## src/common/tnmc_defs.vh

```
`ifndef TNMC_DEFS_VH
`define TNMC_DEFS_VH
// ----------------------------------------
// register indices (byte address / 4)
// ----------------------------------------
`define TNMC_IDX_MAIN_CTRL 8'h00
`define TNMC_IDX_WAVE_CTRL 8'h01
`define TNMC_IDX_OVR_VAL 8'h02
`define TNMC_IDX_SPLIT 8'h03
`define TNMC_IDX_CMD_CLR 8'h04
`define TNMC_IDX_CMD_SET 8'h05
`define TNMC_IDX_BV_CLR 8'h06
`define TNMC_IDX_BV_SET 8'h07
`define TNMC_IDX_EV_CTRL 8'h09
`define TNMC_IDX_IRQ_EN 8'h0a
`define TNMC_IDX_IRQ_FLAGS 8'h0b
`define TNMC_IDX_DBG 8'h0e
`define TNMC_IDX_TEMP 8'h0f
`define TNMC_IDX_CNT 8'h20
`define TNMC_IDX_PER 8'h26
`define TNMC_IDX_MATCH_VALUE_0 8'h28
`define TNMC_IDX_MATCH_VALUE_1 8'h2a
`define TNMC_IDX_MATCH_VALUE_2 8'h2c
`define TNMC_IDX_CYCLE_LENGTH_BUFFER 8'h36
`define TNMC_IDX_CMPBUF0 8'h38
`define TNMC_IDX_CMPBUF1 8'h3a
`define TNMC_IDX_CMPBUF2 8'h3c
`define TNMC_IDX_IRQ_STAT 8'h10
`define TNMC_IDX_IRQ_CLR 8'h11
`define TNMC_IDX_IRQ_MASK 8'h12
// ----------------------------------------
// field positions
// ----------------------------------------
`define TNMC_BIT_ENABLE 0
`define TNMC_BIT_STDBY 7
`define TNMC_BIT_AUTOLOCK 3
`define TNMC_BIT_OVR0 4
`define TNMC_BIT_LOCK 1
`define TNMC_BIT_DIR 0
// ----------------------------------------
// modes and reset values
// ----------------------------------------
`define TNMC_WG_NORMAL 3'h0
`define TNMC_WG_FREQ 3'h1
`define TNMC_WG_SINGLE 3'h3
`define TNMC_WG_DS_TOP 3'h5
`define TNMC_WG_DS_BOTH 3'h6
`define TNMC_WG_DS_BOT 3'h7
`define TNMC_CMD_UPDATE 2'h1
`define TNMC_CMD_RESTART 2'h2
`define TNMC_CMD_RESET 2'h3
`define TNMC_RST_BYTE 8'h00
`define TNMC_RST_WORD 16'h0000
`define TNMC_RST_PER 16'hffff
`endif

```

## src/hdl/tnmc_timer.v

```verilog
// Overview of operation
// - stay_awake_in_standby keeps the timer running while standby sleep is active.
// - prescale_select codes 0..7 tick at clock divided by 1,2,4,8,16,64,256,1024.
// - main control bit 0 enables the timer; zero keeps it stopped.
// - pin-override bits 4..6 put waveforms on pins in PWM and frequency modes; in frequency mode only bit 4's waveform toggles.
// - auto-lock holds hold_refresh set until all enabled match buffers are filled.
// - after auto-unlock the lock stays clear until UPDATE, which copies and relocks.
// - with auto-lock off, only software writes change hold_refresh.
// - waveform_kind 0,1,3,5,6,7 are normal, frequency, single and dual slope.
// - top is match 0 in frequency mode, else cycle length; update at top upward.
// - dual-slope modes update at bottom; wrap at bottom, top or both per mode.
// - normal mode generates no waveform on any channel.
// - buffered registers load on UPDATE only while hold_refresh is clear.
// - buffer writes set the filled flag; UPDATE clears all filled flags.
//
// Local design decision: the AXI4-Lite slave port.
`timescale 1ns/1ns
`include "tnmc_defs.vh"
module tnmc_timer (
   input wire mclk,
   input wire rst,
   input wire standby,
   input wire [7:0] s_axi_awaddr,
   input wire s_axi_awvalid,
   output wire s_axi_awready,
   input wire [31:0] s_axi_wdata,
   input wire [3:0] s_axi_wstrb,
   input wire s_axi_wvalid,
   output wire s_axi_wready,
   output reg [1:0] s_axi_bresp,
   output reg s_axi_bvalid,
   input wire s_axi_bready,
   input wire [7:0] s_axi_araddr,
   input wire s_axi_arvalid,
   output wire s_axi_arready,
   output reg [31:0] s_axi_rdata,
   output reg [1:0] s_axi_rresp,
   output reg s_axi_rvalid,
   input wire s_axi_rready,
   input wire [2:0] port_out,
   output reg [2:0] pin_out,
   output wire irq
);
// ----------------------------------------
// registers
// ----------------------------------------
reg [7:0] main_ctrl;
reg [7:0] wave_ctrl;
reg [7:0] ovr_val;
reg [7:0] split_sel;
reg [7:0] ev_ctrl;
reg [7:0] irq_en;
reg [7:0] irq_flags;
reg [7:0] dbg_ctrl;
reg [7:0] temp_byte;
reg [15:0] count_value;
reg [15:0] cycle_length;
reg [15:0] length_buffer;
reg [15:0] match_value [0:2];
reg [15:0] match_buffer [0:2];
reg [2:0] match_buffer_filled;
reg length_buffer_filled;
reg hold_refresh;
reg count_down;
reg [3:0] irq_stat;
reg [3:0] irq_mask;
reg [9:0] pre_cnt;
reg [2:0] wave_out;
wire [2:0] wave_hit;
reg [7:0] aw_addr;
reg aw_held;
reg [31:0] w_data;
reg [3:0] w_strb;
reg w_held;
wire [2:0] waveform_kind = wave_ctrl[2:0];
wire auto_hold_refresh = wave_ctrl[`TNMC_BIT_AUTOLOCK];
wire [2:0] waveform_pin_override = wave_ctrl[6:4];
wire [2:0] prescale_select = main_ctrl[3:1];
// ----------------------------------------
// decode helpers
// ----------------------------------------
function [9:0] div_mask;
   input [2:0] sel;
   begin
      case (sel)
         3'h0: div_mask = 10'h000;
         3'h1: div_mask = 10'h001;
         3'h2: div_mask = 10'h003;
         3'h3: div_mask = 10'h007;
         3'h4: div_mask = 10'h00f;
         3'h5: div_mask = 10'h03f;
         3'h6: div_mask = 10'h0ff;
         default: div_mask = 10'h3ff;
      endcase
   end
endfunction
function is_dual;
   input [2:0] m;
   begin
      is_dual = (m == `TNMC_WG_DS_TOP) || (m == `TNMC_WG_DS_BOTH) || (m == `TNMC_WG_DS_BOT);
   end
endfunction
// ----------------------------------------
// count tick and sequence
// ----------------------------------------
wire running = main_ctrl[`TNMC_BIT_ENABLE] && (!standby || main_ctrl[`TNMC_BIT_STDBY]);
wire tick = running && ((pre_cnt & div_mask(prescale_select)) == div_mask(prescale_select));
wire [15:0] top_value = (waveform_kind == `TNMC_WG_FREQ) ? match_value[0] : cycle_length;
wire at_top = (count_value >= top_value);
wire at_bottom = (count_value == `TNMC_RST_WORD);
wire up_wrap = tick && !count_down && at_top;
wire down_wrap = tick && count_down && at_bottom;
wire single = (waveform_kind == `TNMC_WG_SINGLE);
wire dual = is_dual(waveform_kind);
wire top_hit = dual && tick && !count_down && at_top;
wire bot_hit = dual && down_wrap;
reg upd_evt;
reg wrap_event;
always @* begin
   upd_evt = 1'b0;
   wrap_event = 1'b0;
   case (waveform_kind)
      `TNMC_WG_NORMAL, `TNMC_WG_FREQ: begin
         upd_evt = up_wrap;
         wrap_event = up_wrap || down_wrap;
      end
      `TNMC_WG_SINGLE: begin
         upd_evt = up_wrap;
         wrap_event = up_wrap;
      end
      `TNMC_WG_DS_TOP: begin
         upd_evt = bot_hit;
         wrap_event = top_hit;
      end
      `TNMC_WG_DS_BOTH: begin
         upd_evt = bot_hit;
         wrap_event = top_hit || bot_hit;
      end
      `TNMC_WG_DS_BOT: begin
         upd_evt = bot_hit;
         wrap_event = bot_hit;
      end
      default: begin
         upd_evt = 1'b0;
         wrap_event = 1'b0;
      end
   endcase
end
// ----------------------------------------
// bus write capture
// ----------------------------------------
assign s_axi_awready = !aw_held && !s_axi_bvalid;
assign s_axi_wready = !w_held && !s_axi_bvalid;
wire aw_go = aw_held || (s_axi_awvalid && s_axi_awready);
wire w_go = w_held || (s_axi_wvalid && s_axi_wready);
wire [7:0] wa = aw_held ? aw_addr : s_axi_awaddr;
wire [31:0] wd = w_held ? w_data : s_axi_wdata;
wire [3:0] ws = w_held ? w_strb : s_axi_wstrb;
wire wr_do = aw_go && w_go && !s_axi_bvalid;
wire [7:0] wb0 = wd[7:0];
wire [15:0] wword = {ws[1] ? wd[15:8] : 8'h00, ws[0] ? wd[7:0] : 8'h00};
wire wr_lo = wr_do && ws[0] && (wa[1:0] == 2'h0);
wire [5:0] widx = wa[7:2];
function hit;
   input [5:0] idx;
   input [7:0] ref_idx;
   begin
      hit = (idx == ref_idx[5:0]);
   end
endfunction
function valid_addr;
   input [5:0] idx;
   begin
      case (idx)
         6'h00, 6'h01, 6'h02, 6'h03, 6'h04, 6'h05, 6'h06, 6'h07, 6'h09, 6'h0a, 6'h0b,
         6'h0e, 6'h0f, 6'h20, 6'h26, 6'h28, 6'h2a, 6'h2c, 6'h36, 6'h38, 6'h3a, 6'h3c,
         6'h10, 6'h11, 6'h12: valid_addr = 1'b1;
         default: valid_addr = 1'b0;
      endcase
   end
endfunction
wire w_cmd_set = wr_lo && hit(widx, `TNMC_IDX_CMD_SET);
wire w_cmd_clr = wr_lo && hit(widx, `TNMC_IDX_CMD_CLR);
wire force_upd = w_cmd_set && (wb0[3:2] == `TNMC_CMD_UPDATE);
wire force_restart = w_cmd_set && (wb0[3:2] == `TNMC_CMD_RESTART);
wire force_reset = w_cmd_set && (wb0[3:2] == `TNMC_CMD_RESET) && !main_ctrl[`TNMC_BIT_ENABLE];
wire update_now = upd_evt || force_upd;
wire do_load = update_now && !hold_refresh;
wire all_filled = &(match_buffer_filled | ~waveform_pin_override);
always @(posedge mclk or posedge rst) begin
   if (rst) begin
      aw_held <= 1'b0;
      w_held <= 1'b0;
      aw_addr <= `TNMC_RST_BYTE;
      w_data <= 32'h00000000;
      w_strb <= 4'h0;
      s_axi_bvalid <= 1'b0;
      s_axi_bresp <= 2'h0;
   end else begin
      if (s_axi_awvalid && s_axi_awready && !wr_do) begin
         aw_held <= 1'b1;
         aw_addr <= s_axi_awaddr;
      end
      if (s_axi_wvalid && s_axi_wready && !wr_do) begin
         w_held <= 1'b1;
         w_data <= s_axi_wdata;
         w_strb <= s_axi_wstrb;
      end
      if (wr_do) begin
         aw_held <= 1'b0;
         w_held <= 1'b0;
         s_axi_bvalid <= 1'b1;
         s_axi_bresp <= valid_addr(widx) ? 2'h0 : 2'h2;
      end else if (s_axi_bready) begin
         s_axi_bvalid <= 1'b0;
      end
   end
end
// ----------------------------------------
// register file and counter
// ----------------------------------------
integer i;
always @(posedge mclk or posedge rst) begin
   if (rst) begin
      main_ctrl <= `TNMC_RST_BYTE;
      wave_ctrl <= `TNMC_RST_BYTE;
      ovr_val <= `TNMC_RST_BYTE;
      split_sel <= `TNMC_RST_BYTE;
      ev_ctrl <= `TNMC_RST_BYTE;
      irq_en <= `TNMC_RST_BYTE;
      irq_flags <= `TNMC_RST_BYTE;
      dbg_ctrl <= `TNMC_RST_BYTE;
      temp_byte <= `TNMC_RST_BYTE;
      count_value <= `TNMC_RST_WORD;
      cycle_length <= `TNMC_RST_PER;
      length_buffer <= `TNMC_RST_WORD;
      for (i = 0; i < 3; i = i + 1) begin
         match_value[i] <= `TNMC_RST_WORD;
         match_buffer[i] <= `TNMC_RST_WORD;
      end
      match_buffer_filled <= 3'h0;
      length_buffer_filled <= 1'b0;
      hold_refresh <= 1'b0;
      count_down <= 1'b0;
      irq_stat <= 4'h0;
      irq_mask <= 4'h0;
      pre_cnt <= 10'h000;
   end else begin
      pre_cnt <= running ? pre_cnt + 10'h001 : 10'h000;
      if (tick) begin
         if (dual) begin
            if (!count_down && at_top) begin
               count_down <= 1'b1;
               count_value <= count_value - 16'h0001;
            end else if (count_down && at_bottom) begin
               count_down <= 1'b0;
               count_value <= count_value + 16'h0001;
            end else begin
               count_value <= count_down ? count_value - 16'h0001 : count_value + 16'h0001;
            end
         end else if (!count_down) begin
            count_value <= at_top ? `TNMC_RST_WORD : count_value + 16'h0001;
         end else begin
            count_value <= at_bottom ? top_value : count_value - 16'h0001;
         end
      end
      if (do_load) begin
         cycle_length <= length_buffer_filled ? length_buffer : cycle_length;
         for (i = 0; i < 3; i = i + 1) begin
            if (match_buffer_filled[i]) begin
               match_value[i] <= match_buffer[i];
            end
         end
      end
      if (update_now) begin
         match_buffer_filled <= 3'h0;
         length_buffer_filled <= 1'b0;
      end
      if (auto_hold_refresh) begin
         if (update_now) begin
            hold_refresh <= 1'b1;
         end else if (hold_refresh && all_filled) begin
            hold_refresh <= 1'b0;
         end
      end else if (wr_lo && hit(widx, `TNMC_IDX_WAVE_CTRL) && wb0[`TNMC_BIT_AUTOLOCK]) begin
         hold_refresh <= 1'b1;
      end
      // hold_refresh changes only by writes when auto-lock is off
      if (w_cmd_set && wb0[`TNMC_BIT_LOCK]) begin
         hold_refresh <= 1'b1;
      end
      if (w_cmd_clr && wb0[`TNMC_BIT_LOCK]) begin
         hold_refresh <= 1'b0;
      end
      if (w_cmd_set && wb0[`TNMC_BIT_DIR]) begin
         count_down <= 1'b1;
      end
      if (w_cmd_clr && wb0[`TNMC_BIT_DIR]) begin
         count_down <= 1'b0;
      end
      if (force_restart) begin
         count_value <= `TNMC_RST_WORD;
         count_down <= 1'b0;
      end
      if (force_reset) begin
         count_value <= `TNMC_RST_WORD;
         count_down <= 1'b0;
         hold_refresh <= 1'b0;
      end
      if (wr_lo) begin
         if (hit(widx, `TNMC_IDX_MAIN_CTRL)) main_ctrl <= wb0 & 8'h8f;
         if (hit(widx, `TNMC_IDX_WAVE_CTRL)) wave_ctrl <= wb0 & 8'h7f;
         if (hit(widx, `TNMC_IDX_OVR_VAL)) ovr_val <= wb0 & 8'h07;
         if (hit(widx, `TNMC_IDX_SPLIT)) split_sel <= wb0 & 8'h01;
         if (hit(widx, `TNMC_IDX_EV_CTRL)) ev_ctrl <= wb0;
         if (hit(widx, `TNMC_IDX_IRQ_EN)) irq_en <= wb0 & 8'h71;
         if (hit(widx, `TNMC_IDX_DBG)) dbg_ctrl <= wb0 & 8'h01;
         if (hit(widx, `TNMC_IDX_TEMP)) temp_byte <= wb0;
         if (hit(widx, `TNMC_IDX_IRQ_MASK)) irq_mask <= wb0[3:0];
         if (hit(widx, `TNMC_IDX_CNT)) count_value <= wword;
         if (hit(widx, `TNMC_IDX_PER)) cycle_length <= wword;
         if (hit(widx, `TNMC_IDX_CYCLE_LENGTH_BUFFER)) length_buffer <= wword;
         if (hit(widx, `TNMC_IDX_BV_CLR)) begin
            length_buffer_filled <= length_buffer_filled & ~wb0[0];
            match_buffer_filled <= match_buffer_filled & ~wb0[3:1];
         end
      end
      if (wr_lo && hit(widx, `TNMC_IDX_CYCLE_LENGTH_BUFFER)) length_buffer_filled <= 1'b1;
      if (wr_lo && hit(widx, `TNMC_IDX_BV_SET)) begin
         length_buffer_filled <= length_buffer_filled | wb0[0];
         match_buffer_filled <= match_buffer_filled | wb0[3:1];
      end
      for (i = 0; i < 3; i = i + 1) begin
         if (wr_lo && (widx == `TNMC_IDX_MATCH_VALUE_0 + 2 * i)) match_value[i] <= wword;
         if (wr_lo && (widx == `TNMC_IDX_CMPBUF0 + 2 * i)) begin
            match_buffer[i] <= wword;
            match_buffer_filled[i] <= 1'b1;
         end
      end
      // events win over software clears
      irq_flags <= (wr_lo && hit(widx, `TNMC_IDX_IRQ_FLAGS)) ? irq_flags & ~(wb0 & 8'h71) : irq_flags;
      irq_stat <= ((wr_lo && hit(widx, `TNMC_IDX_IRQ_CLR)) ? irq_stat & ~wb0[3:0] : irq_stat)
         | {wave_hit, wrap_event};
      if (wrap_event) irq_flags[0] <= 1'b1;
      for (i = 0; i < 3; i = i + 1) begin
         if (wave_hit[i]) irq_flags[4 + i] <= 1'b1;
      end
   end
end
// ----------------------------------------
// compare matches and waveform
// ----------------------------------------
genvar g;
generate
   for (g = 0; g < 3; g = g + 1) begin : chan
      assign wave_hit[g] = tick && (count_value == match_value[g]);
      always @(posedge mclk or posedge rst) begin
         if (rst) begin
            wave_out[g] <= 1'b0;
         end else if (!main_ctrl[`TNMC_BIT_ENABLE]) begin
            wave_out[g] <= ovr_val[g];
         end else if (waveform_kind == `TNMC_WG_FREQ) begin
            if (g == 0 && up_wrap) wave_out[g] <= ~wave_out[g];
         end else if (single) begin
            if (up_wrap) wave_out[g] <= 1'b1;
            else if (wave_hit[g]) wave_out[g] <= 1'b0;
         end else if (dual) begin
            if (wave_hit[g]) wave_out[g] <= count_down;
         end
      end
      always @(posedge mclk or posedge rst) begin
         if (rst) begin
            pin_out[g] <= 1'b0;
         end else if (waveform_kind != `TNMC_WG_NORMAL && waveform_pin_override[g]) begin
            pin_out[g] <= wave_out[g];
         end else begin
            pin_out[g] <= port_out[g];
         end
      end
   end
endgenerate
assign irq = |(irq_stat & irq_mask);
// ----------------------------------------
// bus read
// ----------------------------------------
assign s_axi_arready = !s_axi_rvalid;
wire [5:0] ridx = s_axi_araddr[7:2];
reg [15:0] rd;
always @* begin
   rd = 16'h0000;
   case (ridx)
      6'h00: rd = {8'h00, main_ctrl};
      6'h01: rd = {8'h00, wave_ctrl};
      6'h02: rd = {8'h00, ovr_val};
      6'h03: rd = {8'h00, split_sel};
      6'h04, 6'h05: rd = {14'h0000, hold_refresh, count_down};
      6'h06, 6'h07: rd = {12'h000, match_buffer_filled, length_buffer_filled};
      6'h09: rd = {8'h00, ev_ctrl};
      6'h0a: rd = {8'h00, irq_en};
      6'h0b: rd = {8'h00, irq_flags};
      6'h0e: rd = {8'h00, dbg_ctrl};
      6'h0f: rd = {8'h00, temp_byte};
      6'h20: rd = count_value;
      6'h26: rd = cycle_length;
      6'h28: rd = match_value[0];
      6'h2a: rd = match_value[1];
      6'h2c: rd = match_value[2];
      6'h36: rd = length_buffer;
      6'h38: rd = match_buffer[0];
      6'h3a: rd = match_buffer[1];
      6'h3c: rd = match_buffer[2];
      6'h10: rd = {12'h000, irq_stat};
      6'h12: rd = {12'h000, irq_mask};
      default: rd = 16'h0000;
   endcase
end
always @(posedge mclk or posedge rst) begin
   if (rst) begin
      s_axi_rvalid <= 1'b0;
      s_axi_rdata <= 32'h00000000;
      s_axi_rresp <= 2'h0;
   end else if (s_axi_arvalid && s_axi_arready) begin
      s_axi_rvalid <= 1'b1;
      s_axi_rdata <= {16'h0000, rd};
      s_axi_rresp <= valid_addr(ridx) ? 2'h0 : 2'h2;
   end else if (s_axi_rready) begin
      s_axi_rvalid <= 1'b0;
   end
end
endmodule

```

## config.mk

```make
export PLATFORM = sky130hd
export DESIGN_NAME = tnmc_timer
export DESIGN_NICKNAME = d
export VERILOG_FILES = /design/src/hdl/tnmc_timer.v
export VERILOG_INCLUDE_DIRS = /design/src /design/src/common
export SDC_FILE = /design/constraint.sdc
export NUM_CORES = 1
export LEC_CHECK = 0
export CORE_MARGIN = 4
export CORE_UTILIZATION = 50
export CTS_CLUSTER_SIZE = 25
export DETAILED_ROUTE_END_ITERATION = 6
export DONT_BUFFER_PORTS = 1
export GPL_ROUTABILITY_DRIVEN = 1
export MAX_ROUTING_LAYER = met4
export RECOVER_POWER = 100
export SLEW_MARGIN = 40
export SYNTH_ARGS = -nofsm -noshare
export SYNTH_HDL_FRONTEND = slang
export SYNTH_SLANG_ARGS = --single-unit
```

## constraint.sdc

```tcl
create_clock -name mclk -period 14.4 [get_ports mclk]
set_input_delay 1.44 -clock mclk [delete_from_list [all_inputs] [get_ports mclk]]
set_output_delay 1.44 -clock mclk [all_outputs]
set_load 0.03 [all_outputs]
```

Word-level counts from Yosys, hierarchy flattened
Memories as Yosys holds them, arrays and structs flattened.
Index checks and enable logic that the tools add are counted.

cells by class
  $add $sub $neg = 3
  order comparisons = 1
  equality and inequality tests = 75
  multiplexer cells = 104
  bitwise logic cells = 16
  reduce and logical (&&, ||, !) cells = 120

operators with widths
  cell                     number
  $mux W16                 24
  $pmux W16 S22            1
  $eq A6 B6 Y1 const B     18
  $pmux W10 S7             1
  $mux W1                  62
  $eq A6 B4 Y1 const B     10
  $logic_and A1 B1 Y1      53
  $eq A16 B16 Y1           3
  $eq A6 B3 Y1 const B     8
  $mux W48                 1
  $reduce_and A2 Y1        14
  $reduce_bool A2 Y1       14
  $eq A6 B2 Y1 const B     4
  $eq A6 B5 Y1 const B     4
  $mux W8                  3
  $eq A3 B3 Y1 const B     6
  $add A16 B1 Y16 const B  1
  $ge A16 B16 Y1           1
  $logic_not A16 Y1        1
  $sub A16 B1 Y16 const B  1
  $ne A3 B1 Y1 const B     5
  $reduce_bool A5 Y1       3
  $eq A6 B1 Y1 const B     2
  $logic_not A6 Y1         2
  other kinds (41)         77

word-level totals
  register bits after elaboration = 269
  bits in read-only memories = 128
  input bits = 63
  memories = 2

memory list
  name              depth  bits a word  rd ports  clocked after Yosys merged registers in  write ports  RTL line          RTL
  (name not given)  64     1            1         0                                        0            tnmc_timer.v:174  case (idx)
  (name not given)  64     1            1         0                                        0            tnmc_timer.v:174

Logic depth before layout (Yosys ltp)
  word-level depth = 16
  depth in mapped cells = 16
  depth with buffers taken out = 10

Worst setup path after synthesis
OpenSTA, ideal clock, no wires.

  path type = register -> register
  start point = reg wave_ctrl[0]
  end point = reg match_value[0] (netlist name)
  library setup time = 0.125 ns
  arrival time = 4.086 ns
  required time = 14.275 ns
  path slack = 10.189 ns
  cell stages (with the launch flop) = 17
  buffers on the path = 6
  period minus slack after synthesis = 4.211 ns
  cells stage by stage = dfrtp_1 > clkbuf_1 > nor3b_1 > buf_1 > buf_2 > mux2_2 > ha_1 > nand2b_1 > a2111oi_2 > o32a_2 > a211oi_1 > or2_1 > buf_6 > a32o_2 > buf_6 > buf_12 > mux2_4

between the ends
  cells in the longest elaborated chain, start to end = 9
  elaborated cells on any way between the ends = 19

ends and longest elaborated chain
  element                                               RTL line                            RTL
  from (decl)                                           tnmc_timer.v:48                     reg [7:0] wave_ctrl;
  from (signal assigned)                                tnmc_timer.v:226                    wave_ctrl <= `TNMC_RST_BYTE;
  from (signal assigned)                                tnmc_timer.v:312                    if (hit(widx, `TNMC_IDX_WAVE_CTRL)) wave_ctrl <= wb0 & 8'h7f;
  $eq A3 B1 Y1 or $eq A3 B3 Y1 (tied branches)          tnmc_timer.v:122                    case (waveform_kind)
  $mux W16 or $logic_or A1 B1 Y1 (tied branches)        tnmc_timer.v:108, tnmc_timer.v:100
  $ge A16 B16 Y1 or $logic_or A1 B1 Y1 (tied branches)  tnmc_timer.v:109, tnmc_timer.v:100
  $logic_and A1 B1 Y1, on equally long branches         tnmc_timer.v:111, tnmc_timer.v:116
  $pmux W1 S2 *                                         tnmc_timer.v:122
  $logic_or A1 B1 Y1 *                                  tnmc_timer.v:187                    wire update_now = upd_evt || force_upd;
  $logic_and A1 B1 Y1 *                                 tnmc_timer.v:188                    wire do_load = update_now && !hold_refresh;
  $reduce_bool A2 Y1 (no source line) *                 -
  $reduce_and A2 Y1 (no source line) *                  -
  to (signal, indexed assignment)                       tnmc_timer.v:238                    match_value[i] <= `TNMC_RST_WORD;
  to (signal, indexed assignment)                       tnmc_timer.v:271                    match_value[i] <= match_buffer[i];
  to (signal, indexed assignment)                       tnmc_timer.v:334                    if (wr_lo && (widx == `TNMC_IDX_MATCH_VALUE_0 + 2 * i)) match_value[i] <= wword;
  to (decl)                                             tnmc_timer.v:59                     reg [15:0] match_value [0:2];

Every way passes the cells marked *; elsewhere a longest branch is shown, timed or not.
A chain may end at the register's enable or synchronous reset.

==> summary.txt <==
internal reg-to-reg setup slack -> 8.36 ns
total inserted antenna cells -> 0
share of final-layout standard cells stronger than drive strength 1 -> 0.1132
die width -> 182.5 um
Internal -> 1.817 mW
DIE HEIGHT -> 182.5 um
leading cell types in the layout, fill and taps excluded -> sky130_fd_sc_hd__dfrtp_1, sky130_fd_sc_hd__nand2_1, sky130_fd_sc_hd__o21ai_0
Port Buf Inserts -> 0
CTS root buf -> sky130_fd_sc_hd__clkbuf_16
antenna violation net count after detailed routing -> 0
final period utilization -> 0.5196
Post CTS Setup Buffer Count -> 0
placer congestion estimate -> 1.030
final count of pins violating max slew -> 241
failing checks -> capacitance limit, slew limit
leak pwr -> 6.945 nW
number of synthesized flops with an enable pin -> 0
global-route usage over all layers -> 0.3005
cell-by-cell trace of the critical path -> clkinvlp_2 > clkbuf_1 > clkbuf_8
worst IR drop on VDD -> 0.0001560 V
Total Power -> 3.080 mW
number of synthesized register bits -> 263
detailed router's first-iteration violation count -> 1490
clock insertion delay at the later pin of the skew report -> 0.56 ns
number of global-route vias before repair -> 12120
detail-routed via count per cell -> 6.462
minimum period implied by the final worst setup slack -> 7.482 ns
clk slew on worst S/H paths -> 0.06 ns
fraction of power spent switching nets -> 0.4100
estimated wirelength of the detail-placed design -> 36030 um
routed wire length per instance -> 25.09 um
total via count in the routed design -> 12800
origin of the critical flop-to-flop path -> wave_ctrl[1]
starting utilization of the core area -> 0.5097
count of buffer and inverter cells on the critical path -> 3
Crit path arrival time -> 8.11 ns
sink count of the clock tree -> 263
post-place setup slack -> 9.558 ns
final hold vios -> 0
# DRC -> 0
type of origin of the critical path -> input port
sequential fraction of design power -> 0.340
area added between synthesis and finish -> 8.290%
ys flop type -> sky130_fd_sc_hd__dfrtp_1
sum of routed wire length over all layers -> 49670 um
number of distinct library cell variants in the gate-level netlist after synthesis -> 89
number of cells traversed by the worst register-to-register path -> 11
highest cell delay on the worst timing path -> 3.01 ns
fmax -> 0.1337 GHz
initial antenna violation count -> 1
wire length of the first global-routing pass -> 75440 um
quantity of gates resized following cts -> 0
depth of the worst hold-timing path -> 1
floorplan die area -> 33310 um^2
first-pass iteration count of the detailed router -> 6
Worst Setup Slack, final -> 6.918 ns
min-delay worst type -> flip-flop to flip-flop
max-cap violation count -> 5
H-tree Lvls -> 1
Syn. warnings -> 0
setup TNS -> 0 ns
pin count of the biggest net entering global routing -> 123
CTS tree -> built
switching component of the power -> 1.263 mW
remaining global-route overflow -> 0
worst hold path endpoint -> w_data[4]
max_slew headroom -> -2.714
critical path required time -> 15.03 ns
number of cells produced by synthesis -> 1606
startpoint of the most critical hold path -> w_data[4]
row count -> 63
sequential area share after synthesis -> 0.4335
capturing point of the worst reg2reg path -> match_value[14]
maximum net fanout on the critical path -> 122
run status -> complete, but fails checks
setup repair after global routing missed its margin -> no
slowest stage cell on the critical path -> sky130_fd_sc_hd__clkinvlp_2
area of combinational cells with multiple inputs -> 7948 um^2
summed instance area of the synthesized netlist -> 15230 um^2
power density cells -> 186.8 nW/um^2
Worst Hold Margin -> 0.4857 ns
Top-Level Pins -> 108
Core ar. -> 29870 um^2
largest buffer count on any clock path -> 3
Combinational Power Share -> 0.375
share of flip-flops with an asynchronous set or reset -> 1.000
number of buffers created by CTS -> 30
Synth Area per Inst -> 9.482 um^2
worst-case clock skew -> 0.008847 ns
nets -> 1649
Filler Cell Count -> 2755
dominant delay contributor by cell family on the critical path -> buffers and inverters
critical path class -> input port to async pin
hold buffer count at CTS -> 0
Worst setup EP type -> async pin
Setup Viol. Count Final -> 0
pin slew with the least headroom to its limit -> 5.541 ns
fraction of power consumed by the clock network -> 0.285
register area -> 6601 um^2
commonest non-fill, non-tap cell in the layout -> sky130_fd_sc_hd__dfrtp_1
Yosys cell counts, drive strengths merged, types with 5 or more instances:
library cell | number | area, um^2
o22ai | 10 | 62.56
and4 | 5 | 43.79
buf | 49 | 350.3
or2 | 10 | 65.07
o21a | 8 | 60.06
nor3 | 27 | 145.1
dfrtp | 247 | 6181
nand3 | 30 | 155.1
ha | 20 | 250.2
nor2 | 109 | 409.1
a221o | 10 | 100.1
clkbuf | 74 | 277.8
a222oi | 15 | 150.1
and2 | 8 | 50.05
a211oi | 9 | 67.56
nand4 | 27 | 168.9
a22o | 7 | 61.31
dfstp | 16 | 420.4
a31oi | 5 | 31.28
a221oi | 25 | 219.0
a32oi | 5 | 43.79
nand2b | 10 | 62.56
and3 | 12 | 75.07
inv | 21 | 78.83
a22oi | 60 | 450.4
or3 | 8 | 50.05
a21oi | 80 | 404.1
o22a | 5 | 43.79
mux2i | 63 | 630.6
nand2 | 207 | 777.0
nor4 | 19 | 140.1
xor2 | 12 | 105.1
o21ai | 174 | 870.8
nor2b | 7 | 43.79
xnor2 | 62 | 543.0
mux2 | 82 | 998.5
power by group through the flow:
stage	Combinational [mW]	Clock, mW	Sequential, mW
floorplan	0.909	0	0.941
global placement	1.13	0	1.05
detailed placement	1.14	0	1.05
CTS	1.15	0.892	1.04
global route	1.24	0.922	1.06
finish	1.15	0.879	1.05
per-layer routing:
| metal | vias to the layer above | part of all wire | global-route usage |
|---|---|---|---|
| met5 | - | 0 | - |
| met4 | 0 | 0.031 | 0.08376 |
| met3 | 96 | 0.097 | 0.06677 |
| met2 | 608 | 0.42 | 0.4229 |
| met1 | 6317 | 0.45 | 0.4379 |
| li1 | 5774 | - | - |
per-stage QoR:
step	area, um^2	instances	utilization
after CTS	16680	1980	0.5584
after floorplan	15290	1623	-
after detailed placement	15530	1924	0.5198
after global placement	15410	1915	0.5160
final	16490	1980	0.5520
after global routing	16490	1980	0.5520
cell families (layout without fill, tap and decap cells):
| family | Yosys count | count (layout) | share of synthesized area |
|---|---|---|---|
| muxes | 145 | 145 | 0.1070 |
| buffers and inverters | 144 | 111 | 0.04642 |
| DFF | 263 | 263 | 0.4335 |
| xor gates and xnor gates | 74 | 74 | 0.04256 |
| and+or+nand+nor | 499 | 499 | 0.1554 |
| adders and majority gates | 20 | 20 | 0.01643 |
| other | 1 | 18 | 0.0002463 |
| AOI/OAI and AO/OA | 460 | 460 | 0.1985 |
layout make-up:
type / instances / area share
clock buffers: 38 / 0.05288
clock inverters: 18 / 0.01700
inverters: 21 / 0.004856
multi-input cells: 1216 / 0.4819
flip-flops and latches: 263 / 0.4003
well taps: 390 / 0.02959
repair buffers: 34 / 0.01343
how the worst max path moves through the flow:
stage,cells after the start,slack (ns),endpoint,from
2_1_floorplan,1,5.75,aw_addr[0],rst
3_3_place_gp,7,9.37,match_value[42],standby
4_1_cts,11,9.67,match_value[14],wave_ctrl[1]
5_1_grt,3,5.57,match_buffer[41],rst
6_report,3,6.92,count_value[12],rst
3_5_place_dp,7,9.56,match_value[14],standby
flip-flops by register name (all words and copies together), names as in the netlist, 10 cells and up:
| name | flops |
|---|---|
| w_data | 16 |
| cycle_length | 16 |
| match_buffer | 48 |
| length_buffer | 16 |
| match_value | 48 |
| pre_cnt | 10 |
| count_value | 16 |
| s_axi_rdata | 16 |
(Power assumes the default switching activity.)
